### src/include/flag_bank_pkg.sv
package flag_bank_pkg;

  // ----------------------------------------------------------------
  // register map
  // ----------------------------------------------------------------
  localparam logic [11:0] FLAG_ONE_OFFSET = 12'h000;
  localparam logic [11:0] FLAG_TWO_OFFSET = 12'h004;
  localparam logic [11:0] IRQ_STATUS_OFFSET = 12'h008;
  localparam logic [11:0] IRQ_MASK_OFFSET = 12'h00C;
  localparam logic [11:0] MODE_CTRL_OFFSET = 12'h010;

  // ----------------------------------------------------------------
  // field positions
  // ----------------------------------------------------------------
  localparam int PARALLEL_PORT_BIT = 7;
  localparam int CONVERSION_DONE_BIT = 6;
  localparam int RX_FULL_BIT = 5;
  localparam int TX_EMPTY_BIT = 4;
  localparam int SYNC_PORT_DONE_BIT = 3;
  localparam int CAPCOMP_ONE_BIT = 2;
  localparam int TIMER_TWO_MATCH_BIT = 1;
  localparam int TIMER_ONE_OVERFLOW_BIT = 0;
  localparam int COMPARATOR_CHANGE_BIT = 6;
  localparam int NVM_WRITE_DONE_BIT = 4;
  localparam int BUS_COLLISION_BIT = 3;
  localparam int LOW_VOLTAGE_BIT = 2;
  localparam int LARGE_PIN_BIT = 0;
  localparam int MCU_MODE_BIT = 1;
  localparam int CCP_MODE_LSB = 2;

  // software-writable bits of each flag register
  localparam logic [7:0] FLAG_ONE_WRITABLE = 8'hCF;
  localparam logic [7:0] FLAG_TWO_WRITABLE = 8'h5C;

  // ----------------------------------------------------------------
  // reset values
  // ----------------------------------------------------------------
  localparam logic [7:0] FLAG_RESET = 8'h00;
  localparam logic [15:0] IRQ_RESET = 16'h0000;
  localparam logic [3:0] MODE_CTRL_RESET = 4'h0;
  localparam logic [31:0] PRDATA_RESET = 32'h00000000;

  // ----------------------------------------------------------------
  // types
  // ----------------------------------------------------------------
  typedef enum logic [1:0] {
    CCP_CAPTURE,
    CCP_COMPARE,
    CCP_PWM,
    CCP_OFF
  } ccp_mode_t;

  typedef struct packed {
    logic parallel_port_access;
    logic conversion_done;
    logic serial_rx_loaded;
    logic serial_rx_buffer_read;
    logic serial_tx_drained;
    logic serial_tx_buffer_written;
    logic sync_port_done;
    logic capcomp_one_capture;
    logic capcomp_one_compare;
    logic timer_two_match;
    logic timer_one_overflow;
    logic comparator_change;
    logic nvm_write_done;
    logic bus_collision;
    logic sync_port_bus_master_tx;
    logic low_voltage;
  } peripheral_events_t;

  typedef struct packed {
    logic [7:0] peripheral_flag_reg_two;
    logic [7:0] peripheral_flag_reg_one;
  } flag_regs_t;

endpackage : flag_bank_pkg

### src/rtl/peripheral_irq_flag_bank.sv
// Operation
// [RQ1] flags set regardless of enables
// [RQ2] software clears flag before enabling, after servicing
// [RQ3] software-cleared flags clear only by writing zero
// [RQ4] bit 7 set on parallel port access
// [RQ5] large-pin part: parallel flag only in mcu mode
// [RQ6] bit 6 set on conversion done
// [RQ7] bit 5 read-only receive full, cleared on read
// [RQ8] bit 4 read-only transmit empty, cleared on write
// [RQ9] bit 3 set when sync port finishes
// [RQ10] bit 2 capture or compare event, unused pwm
// [RQ11] bit 1 set on timer two match
// [RQ12] bit 0 set on timer one overflow
// [RQ13] reg two: comparator change, nvm done; 7,5 zero
// [RQ14] reg two bit 3 bus collision as master
// [RQ15] reg two bit 2 low voltage detected
// [RQ16] reset clears flags; writes touch writable bits only
`timescale 1ns/1ps

module peripheral_irq_flag_bank (
  // clock and reset
  input wire logic pclk,
  input wire logic presetn,
  // apb slave
  input wire logic psel,
  input wire logic penable,
  input wire logic pwrite,
  input wire logic [11:0] paddr,
  input wire logic [31:0] pwdata,
  output logic [31:0] prdata,
  output logic pready,
  output logic pslverr,
  // peripheral condition pulses
  input wire flag_bank_pkg::peripheral_events_t events,
  // flag state and interrupt
  output flag_bank_pkg::flag_regs_t flags,
  output logic irq
);

  // ----------------------------------------------------------------
  // address decode
  // ----------------------------------------------------------------
  function automatic logic is_mapped(input logic [11:0] addr);
    is_mapped = (addr == flag_bank_pkg::FLAG_ONE_OFFSET) ||
                (addr == flag_bank_pkg::FLAG_TWO_OFFSET) ||
                (addr == flag_bank_pkg::IRQ_STATUS_OFFSET) ||
                (addr == flag_bank_pkg::IRQ_MASK_OFFSET) ||
                (addr == flag_bank_pkg::MODE_CTRL_OFFSET);
  endfunction : is_mapped

  function automatic logic [7:0] merge_write(input logic [7:0] old_value,
                                             input logic [7:0] wr_value,
                                             input logic [7:0] writable);
    merge_write = (old_value & ~writable) | (wr_value & writable);
  endfunction : merge_write

  // ----------------------------------------------------------------
  // state
  // ----------------------------------------------------------------
  logic [7:0] flag_one;
  logic [7:0] flag_two;
  logic [15:0] irq_status;
  logic [15:0] irq_mask;
  logic [3:0] mode_ctrl;
  logic [7:0] next_flag_one;
  logic [7:0] next_flag_two;
  logic [15:0] next_irq_status;
  logic [15:0] next_irq_mask;
  logic [3:0] next_mode_ctrl;
  logic [31:0] next_prdata;
  logic next_pready;
  logic next_pslverr;
  logic next_irq;

  logic wr_en;
  logic [7:0] set_one;
  logic [7:0] set_two;
  logic [7:0] clr_one;
  flag_bank_pkg::ccp_mode_t ccp_mode;
  logic parallel_allowed;
  logic parallel_event;
  logic capcomp_event;
  logic collision_event;
  logic wr_flag_one;
  logic wr_flag_two;
  logic wr_status;
  logic wr_mask;
  logic wr_mode;

  // a write takes effect only at the completing access edge
  assign wr_en = psel && penable && pready && pwrite && !pslverr;
  assign ccp_mode = flag_bank_pkg::ccp_mode_t'(
    mode_ctrl[flag_bank_pkg::CCP_MODE_LSB +: 2]);
  assign parallel_allowed = !mode_ctrl[flag_bank_pkg::LARGE_PIN_BIT] ||
                            mode_ctrl[flag_bank_pkg::MCU_MODE_BIT]; // [RQ5]

  // ----------------------------------------------------------------
  // register write strobes
  // ----------------------------------------------------------------
  // an access refused with an error never reaches a register
  assign wr_flag_one = wr_en && (paddr == flag_bank_pkg::FLAG_ONE_OFFSET);
  assign wr_flag_two = wr_en && (paddr == flag_bank_pkg::FLAG_TWO_OFFSET);
  assign wr_status = wr_en && (paddr == flag_bank_pkg::IRQ_STATUS_OFFSET);
  assign wr_mask = wr_en && (paddr == flag_bank_pkg::IRQ_MASK_OFFSET);
  assign wr_mode = wr_en && (paddr == flag_bank_pkg::MODE_CTRL_OFFSET);

  // ----------------------------------------------------------------
  // gated events
  // ----------------------------------------------------------------
  // capture and compare pulses share one flag; pwm and off modes drop both
  always_comb begin
    case (ccp_mode)
      flag_bank_pkg::CCP_CAPTURE: begin
        capcomp_event = events.capcomp_one_capture; // [RQ10]
      end
      flag_bank_pkg::CCP_COMPARE: begin
        capcomp_event = events.capcomp_one_compare; // [RQ10]
      end
      default: begin
        capcomp_event = 1'b0; // [RQ10]
      end
    endcase
  end

  assign parallel_event = events.parallel_port_access && parallel_allowed; // [RQ4] [RQ5]
  // a collision counts only while the sync port transmits as master
  assign collision_event = events.bus_collision && events.sync_port_bus_master_tx; // [RQ14]

  // ----------------------------------------------------------------
  // flag one set and clear terms
  // ----------------------------------------------------------------
  always_comb begin
    set_one = 8'h00;
    clr_one = 8'h00;
    // enables elsewhere never gate these sets [RQ1]
    set_one[flag_bank_pkg::PARALLEL_PORT_BIT] = parallel_event; // [RQ4]
    set_one[flag_bank_pkg::CONVERSION_DONE_BIT] = events.conversion_done; // [RQ6]
    set_one[flag_bank_pkg::RX_FULL_BIT] = events.serial_rx_loaded; // [RQ7]
    set_one[flag_bank_pkg::TX_EMPTY_BIT] = events.serial_tx_drained; // [RQ8]
    set_one[flag_bank_pkg::SYNC_PORT_DONE_BIT] = events.sync_port_done; // [RQ9]
    set_one[flag_bank_pkg::CAPCOMP_ONE_BIT] = capcomp_event; // [RQ10]
    set_one[flag_bank_pkg::TIMER_TWO_MATCH_BIT] = events.timer_two_match; // [RQ11]
    set_one[flag_bank_pkg::TIMER_ONE_OVERFLOW_BIT] = events.timer_one_overflow; // [RQ12]
    // buffer-side clears of the read-only bits
    clr_one[flag_bank_pkg::RX_FULL_BIT] = events.serial_rx_buffer_read; // [RQ7]
    clr_one[flag_bank_pkg::TX_EMPTY_BIT] = events.serial_tx_buffer_written; // [RQ8]
  end

  // ----------------------------------------------------------------
  // flag two set terms
  // ----------------------------------------------------------------
  always_comb begin
    set_two = 8'h00;
    set_two[flag_bank_pkg::COMPARATOR_CHANGE_BIT] = events.comparator_change; // [RQ13]
    set_two[flag_bank_pkg::NVM_WRITE_DONE_BIT] = events.nvm_write_done; // [RQ13]
    set_two[flag_bank_pkg::BUS_COLLISION_BIT] = collision_event; // [RQ14]
    set_two[flag_bank_pkg::LOW_VOLTAGE_BIT] = events.low_voltage; // [RQ15]
  end

  // ----------------------------------------------------------------
  // flag register next values
  // ----------------------------------------------------------------
  always_comb begin
    next_flag_one = flag_one & ~clr_one; // [RQ7] [RQ8]
    next_flag_two = flag_two;
    if (wr_flag_one) begin
      next_flag_one = merge_write(next_flag_one, pwdata[7:0],
                                  flag_bank_pkg::FLAG_ONE_WRITABLE); // [RQ3] [RQ16]
    end
    if (wr_flag_two) begin
      next_flag_two = merge_write(flag_two, pwdata[7:0],
                                  flag_bank_pkg::FLAG_TWO_WRITABLE); // [RQ3] [RQ16]
    end
    // a set in the same cycle as a clear wins [RQ1] [RQ3]
    next_flag_one = next_flag_one | set_one;
    next_flag_two = (next_flag_two | set_two) & flag_bank_pkg::FLAG_TWO_WRITABLE; // [RQ13]
  end

  // ----------------------------------------------------------------
  // interrupt status and mask next values
  // ----------------------------------------------------------------
  always_comb begin
    next_irq_status = irq_status;
    next_irq_mask = irq_mask;
    if (wr_status) begin
      next_irq_status = irq_status & ~pwdata[15:0];
    end
    if (wr_mask) begin
      next_irq_mask = pwdata[15:0];
    end
    // an event in the clearing cycle keeps its status bit
    next_irq_status = next_irq_status | {set_two, set_one};
    next_irq = |(next_irq_status & next_irq_mask);
  end

  // ----------------------------------------------------------------
  // mode control next value
  // ----------------------------------------------------------------
  always_comb begin
    next_mode_ctrl = mode_ctrl;
    if (wr_mode) begin
      next_mode_ctrl = pwdata[3:0];
    end
  end

  // ----------------------------------------------------------------
  // apb answer: one wait-free access cycle
  // ----------------------------------------------------------------
  always_comb begin
    next_pready = psel && !penable;
    next_pslverr = psel && !penable && !is_mapped(paddr);
    next_prdata = prdata;
    if (psel && !penable) begin
      case (paddr)
        flag_bank_pkg::FLAG_ONE_OFFSET: begin
          next_prdata = {24'h000000, flag_one};
        end
        flag_bank_pkg::FLAG_TWO_OFFSET: begin
          next_prdata = {24'h000000, flag_two};
        end
        flag_bank_pkg::IRQ_STATUS_OFFSET: begin
          next_prdata = {16'h0000, irq_status};
        end
        flag_bank_pkg::IRQ_MASK_OFFSET: begin
          next_prdata = {16'h0000, irq_mask};
        end
        flag_bank_pkg::MODE_CTRL_OFFSET: begin
          next_prdata = {28'h0000000, mode_ctrl};
        end
        default: begin
          next_prdata = 32'h00000000;
        end
      endcase
    end
  end

  // ----------------------------------------------------------------
  // flag registers and their output copy
  // ----------------------------------------------------------------
  always_ff @(posedge pclk or negedge presetn) begin
    if (!presetn) begin
      flag_one <= flag_bank_pkg::FLAG_RESET; // [RQ16]
      flag_two <= flag_bank_pkg::FLAG_RESET; // [RQ16]
      flags <= '0;
    end else begin
      flag_one <= next_flag_one;
      flag_two <= next_flag_two;
      flags <= {next_flag_two, next_flag_one};
    end
  end

  // ----------------------------------------------------------------
  // interrupt status and mask registers
  // ----------------------------------------------------------------
  always_ff @(posedge pclk or negedge presetn) begin
    if (!presetn) begin
      irq_status <= flag_bank_pkg::IRQ_RESET;
      irq_mask <= flag_bank_pkg::IRQ_RESET;
    end else begin
      irq_status <= next_irq_status;
      irq_mask <= next_irq_mask;
    end
  end

  // ----------------------------------------------------------------
  // interrupt output register
  // ----------------------------------------------------------------
  // registered from the next status, so it never glitches and never lags it
  always_ff @(posedge pclk or negedge presetn) begin
    if (!presetn) begin
      irq <= 1'b0;
    end else begin
      irq <= next_irq;
    end
  end

  // ----------------------------------------------------------------
  // mode control register
  // ----------------------------------------------------------------
  always_ff @(posedge pclk or negedge presetn) begin
    if (!presetn) begin
      mode_ctrl <= flag_bank_pkg::MODE_CTRL_RESET;
    end else begin
      mode_ctrl <= next_mode_ctrl;
    end
  end

  // ----------------------------------------------------------------
  // apb answer registers
  // ----------------------------------------------------------------
  always_ff @(posedge pclk or negedge presetn) begin
    if (!presetn) begin
      prdata <= flag_bank_pkg::PRDATA_RESET;
      pready <= 1'b0;
      pslverr <= 1'b0;
    end else begin
      prdata <= next_prdata;
      pready <= next_pready;
      pslverr <= next_pslverr;
    end
  end

endmodule : peripheral_irq_flag_bank

### config.mk
export PLATFORM = sky130hd
export DESIGN_NAME = peripheral_irq_flag_bank
export DESIGN_NICKNAME = d
export VERILOG_FILES = /design/src/include/flag_bank_pkg.sv /design/src/rtl/peripheral_irq_flag_bank.sv
export SDC_FILE = /design/constraint.sdc
export NUM_CORES = 1
export LEC_CHECK = 0
export BUFFER_PORTS_ARGS = -buffer_cell sky130_fd_sc_hd__buf_2
export CORE_MARGIN = 2
export CORE_UTILIZATION = 30
export CTS_BUF_LIST = sky130_fd_sc_hd__clkbuf_8
export CTS_CLUSTER_SIZE = 16
export DETAILED_ROUTE_END_ITERATION = 10
export SYNTH_ARGS = -nofsm -noshare
export SYNTH_HDL_FRONTEND = slang
export SYNTH_SLANG_ARGS = --single-unit
### constraint.sdc
create_clock -name pclk -period 2.1 [get_ports pclk]
set_clock_uncertainty 0.2 [all_clocks]
set_input_delay 0.21 -clock pclk [delete_from_list [all_inputs] [get_ports pclk]]
set_output_delay 0.21 -clock pclk [all_outputs]
set_load 0.05 [all_outputs]
Yosys cells after proc, flatten, opt, wreduce, memory -nomap -nowiden --
Cells that the tools add are included.
Word-level totals: input port bits 65, output and inout port bits 51, register bits after elaboration 83
Cells by class: reduce and logical (&&, ||, !) cells 25, mux-type cells 6, bitwise operators 9, equal/unequal tests 5
Operators by type and width (number):
- $pmux W16 S5 | 1
- $and A16 B16 Y16 | 2
- $mux W16 | 2
- $eq A12 B4 Y1 const B | 2
- $not A16 Y16 | 1
- $or A16 B15 Y16 | 1
- $reduce_or A16 Y1 | 1
- $logic_and A1 B1 Y1 | 13
- $eq A12 B3 Y1 const B | 1
- $eq A12 B5 Y1 const B | 1
- $logic_not A12 Y1 | 1
- $and A8 B8 Y8 | 1
- $mux W8 | 1
- $not A6 Y8 | 1
- $or A6 B8 Y8 | 1
- $or A8 B8 Y8 | 1
- $mux W7 | 1
- $or A7 B7 Y7 | 1
- $logic_or A1 B1 Y1 | 5
- $logic_not A1 Y1 | 4
- $eq A2 B1 Y1 const B | 1
- $logic_not A2 Y1 | 1
- $pmux W1 S2 | 1

Longest topological paths before layout --
depth in word-level cells 9, mapped depth 9, depth with buffers taken out 6

Worst setup path after synthesis --
No wires, ideal clock.
kind reg2reg, from register pslverr, to register irq, setup slack -0.347 ns, setup time 0.145 ns, arrival time 2.102 ns, buffers on the path 1, required time 1.755 ns, stages on the path, launching flop included 8, cell sequence dfrtp_1 -> and3b_1 -> nand4_1 -> buf_2 -> o32a_1 -> a21boi_0 -> a2111oi_0 -> nand4_1
Between the ends: longest elaborated chain between the ends 7, elaborated cells on any way between the ends 9, those cells by class 2 x mux; 2 x bitwise; 5 x reduce/logical
RTL lines:
- start, declared | RTL line peripheral_irq_flag_bank.sv:32 | output logic pslverr,
- start signal, assigned | RTL line peripheral_irq_flag_bank.sv:299 | pslverr <= next_pslverr;
- $logic_not A1 Y1 | RTL line peripheral_irq_flag_bank.sv:91 | assign wr_en = psel && penable && pready && pwrite && !pslverr;
- $logic_and A1 B1 Y1 | RTL line peripheral_irq_flag_bank.sv:91
- $logic_and A1 B1 Y1 | RTL line peripheral_irq_flag_bank.sv:103 | assign wr_status = wr_en && (paddr == flag_bank_pkg::IRQ_STATUS_OFFSET);
- $mux W16 | RTL line peripheral_irq_flag_bank.sv:185 | if (wr_status) begin
- $or A16 B15 Y16 | RTL line peripheral_irq_flag_bank.sv:192 | next_irq_status = next_irq_status | {set_two, set_one};
- via next_irq_status[0] | RTL line peripheral_irq_flag_bank.sv:67 | logic [15:0] next_irq_status;
- $and A16 B16 Y16 | RTL line peripheral_irq_flag_bank.sv:193 | next_irq = |(next_irq_status & next_irq_mask);
- $reduce_or A16 Y1 | RTL line peripheral_irq_flag_bank.sv:193
- via next_irq | RTL line peripheral_irq_flag_bank.sv:73 | logic next_irq;
- end signal, assigned | RTL line peripheral_irq_flag_bank.sv:273 | irq <= next_irq;
- end, declared | RTL line peripheral_irq_flag_bank.sv:37 | output logic irq
The timed path passes the listed nets, and every way through them passes these cells. A chain may end at the register's enable or synchronous reset.

Worst setup path after layout --
from register pslverr, to register irq
Between the ends: longest elaborated chain between the ends 7, elaborated cells on any way between the ends 9, those cells by class 2 x mux; 2 x bitwise; 5 x reduce/logical
RTL lines (RTL line):
- $logic_not A1 Y1 (*) | peripheral_irq_flag_bank.sv:91
- $logic_and A1 B1 Y1 (*) | peripheral_irq_flag_bank.sv:91
- $logic_and A1 B1 Y1 | peripheral_irq_flag_bank.sv:103
- $mux W16 | peripheral_irq_flag_bank.sv:185
- $or A16 B15 Y16 | peripheral_irq_flag_bank.sv:192
- $and A16 B16 Y16 (*) | peripheral_irq_flag_bank.sv:193
- $reduce_or A16 Y1 (*) | peripheral_irq_flag_bank.sv:193
- via next_irq | peripheral_irq_flag_bank.sv:73
The timed path passes the listed nets; every way through them passes the cells marked *.

==> impl_metrics.ini <==
[run]
maxCapViolations = 0

[cts]
clk_pin_slew_ns = 0.08
clock_latency_ns = 0.36
cts_root_buf = clkbuf_8
htree_levels = 3
cts.path.max_buffers = 2
cts_buffers = 9
cts_tree = yes
clock_sinks = 67

[setup_path]
end_kind = flip-flop
slowest_stage = dfrtp_2
crit_chain = and3b_2 -> buf_4 -> and4b_1 -> buf_4 -> nand3_1 -> a221oi_1 -> nor4_2 -> nand4_1
critical_path.top_delay_family = simple AND/OR/NAND/NOR gates
startpoint_type = flip-flop
worstSetupPathType = reg2reg
arrival_ns = 2.36
worstPathRequired_ns = 2.19
critPathMaxFanout = 8
cpPeakStageDelay_ns = 0.40
crit_top_cell = buf_4
cp_num_buf_inv = 2

[synthesis]
yosysTopAreaCell = dfrtp_1
synth_ff_type = dfrtp_1
synth-edff-count = 0
yosysSeqAreaShare = 0.5011
netlist_area_sq_mm = 0.003346
yosys_warnings = 0
syn_avg_cell_area_sq_um = 9.726
synth_top_cell_area_share = 0.5011
synth_cell_types = 47
synth-async-reset-ratio = 1.000
ys_top_cells_by_count = 67 x dfrtp_1, 53 x nand2_1, 34 x o21ai_0, 20 x buf_4, 19 x nand3_1
synthTopCellsByArea = dfrtp_1 50%, nand2_1 5.9%, o21ai_0 5.1%, buf_4 4.5%, nand3_1 2.8%
synth.most_common_cell = dfrtp_1
synth_cells = 344
ys_ff_latch = 67

[pwr]
power_mw = 2.849
irDropWorstVdd_mv = 0.3538
p_per_area_mw_per_mm2 = 608.0
total_leakage_power_nw = 2.262

[hold_path]
hold_path.class = in2reg

[sta]
fmax_mhz = 439.6
fin_hold_ws_ns = -0.001750
final_hold_viol_count = 2
rsz0062_at_grt = yes
worstMarginPinSlew_ns = 0.5197
setup_viol = 1
period_share = 1.083
layout_setup_ws_ns = -0.1750
fin_crit_ns = 2.275
slew_headroom = 0.6504
slew_viol_final = 0

[die]
fp.dieArea_sq_mm = 0.01201
initial_core_util = 0.3086
die_x_um = 109.6
num_rows = 38
die_h_um = 109.6
io_pins = 116
coreArea_sq_mm = 0.01084

[grt]
grt_first_pass_wirelength_um = 15590
grt_max_degree = 68
grt_overflow_total = 0
grt_pass1_vias = 3033
globalRouteTotalUtil = 0.1720
antenna_found_initial = 0

[drt]
drtAntennaViolNets = 0
drtPass1Iterations = 5
remaining_drc_errors = 0
drt_iter0_drc = 174
routed_wl_um = 9915
num_vias = 3109
avgViaCountPerCell = 4.959
wl_per_cell_um = 15.81

[cells_and_area]
antenna_cells = 0
nNetsFinal = 547
final_cells = 627
area_delta_synth_final_pct = 40.05
drive_gt1_frac = 0.3244

[placement]
place_congestion = 0.8546
placed_cells = 581
portBuffers = 79
dpl.hpwl_um = 7262

[run_status]
violations = negative hold slack, negative setup slack
outcome = complete, but fails checks
-- sequential cells by signal (all words and copies together), names as in the netlist --
| register | flops |
|---|---|
| flag_one | 8 |
| flag_two | 4 |
| irq | 1 |
| irq_mask | 16 |
| irq_status | 16 |
| mode_ctrl | 4 |
| prdata | 16 |
| pready | 1 |
| pslverr | 1 |
-- layer usage --
metal / track usage / wire length, um / vias up
li1: - / - / 1470
met1: 0.2372 / 4409 / 1499
met2: 0.2646 / 4614 / 125
met3: 0.03972 / 711 / 15
met4: 0.06148 / 179 / 0
met5: 0 / 0 / -
-- cells in the final DEF (no fill, tap or decap), types with 12 or more instances in the layout --
master / netlist / layout
dfrtp_1: 67 / 66
dlygate4sd3_1: 0 / 28
o21ai_0: 34 / 34
nand2_1: 53 / 53
inv_1: 14 / 14
buf_2: 7 / 79
conb_1: 1 / 20
nand3_1: 19 / 19
a22oi_1: 12 / 12
buf_4: 20 / 35
-- per-stage QoR --
| step | setup slack, ns | hold slack, ns | setup TNS [ns] | instance area, sq um | util |
|---|---|---|---|---|---|
| finish | -0.1750 | -0.001750 | -0.1750 | 4686 | 0.4322 |
| detailed placement | -0.4141 | 0.06671 | -0.5972 | 4078 | 0.3762 |
| global route | -0.2717 | 0.01496 | -0.2717 | 4686 | 0.4322 |
| global placement | -0.3641 | 0.05577 | -0.3755 | 4078 | 0.3762 |
| floorplan | -0.1586 | -0.2856 | -0.1586 | 3426 | - |
| CTS | -0.1646 | 0.0008242 | -0.1646 | 4602 | 0.4245 |
-- what timing repair did --
item | in CTS | in global routing
setup buffers | 0 | 2
endpoints found under the setup margin | 1 | 1
endpoints found under the hold margin | 106 | 0
pin swaps | 3 | 6
hold buffers | 28 | 0
gates resized for setup | 6 | 10
-- worst paths after layout --
kind	endpoint	start	cells after the start	slack [ns]
setup / recovery	irq	pslverr	8	-0.18
hold reg to reg	prdata[3]	prdata[3]	2	0.28
setup reg to reg	irq	pslverr	8	-0.18
hold / removal	flag_two[3]	events[2]	3	-0.002
max in group asynchronous	pslverr	presetn	3	1.19
min in group asynchronous	mode_ctrl[2]	presetn	3	0.19
-- cells by family (layout without fill, tap and decap cells) --
kind of cell           count (synthesis)  count (layout)  synth area share
muxes                                 12              12           0.04450
DFF                                   67              67            0.5011
and+or+nand+nor                      119             119            0.1773
buffers and inverters                 54             178           0.08788
other                                  1              20          0.001121
AOI/OAI and AO/OA                     91              91            0.1881
-- power by group --
group	leakage (nW)	switching, mW	internal, mW
clock	0.110	0.553	0.676
combinational	1.36	0.212	0.110
sequential	0.791	0.00443	1.29
-- final cells by class --
class | count | area, sq um
Clock buffer | 9 | 123.9
Clock inverter | 7 | 98.84
Fill cell | 1093 | 6155
Inverter | 14 | 52.55
Multi-Input combinational cell | 242 | 1516
Sequential cell | 67 | 1678
Tap cell | 140 | 175.2
Timing Repair Buffer | 148 | 1041
-- worst reg2reg max path, cell delays in order (launching register included) --
cell and delay [ns]:
dfrtp_2 0.40, and3b_2 0.25, buf_4 0.11, and4b_1 0.32, buf_4 0.21, nand3_1 0.11
a221oi_1 0.37, nor4_2 0.11, nand4_1 0.10
Power figures use the tool's default switching activity.
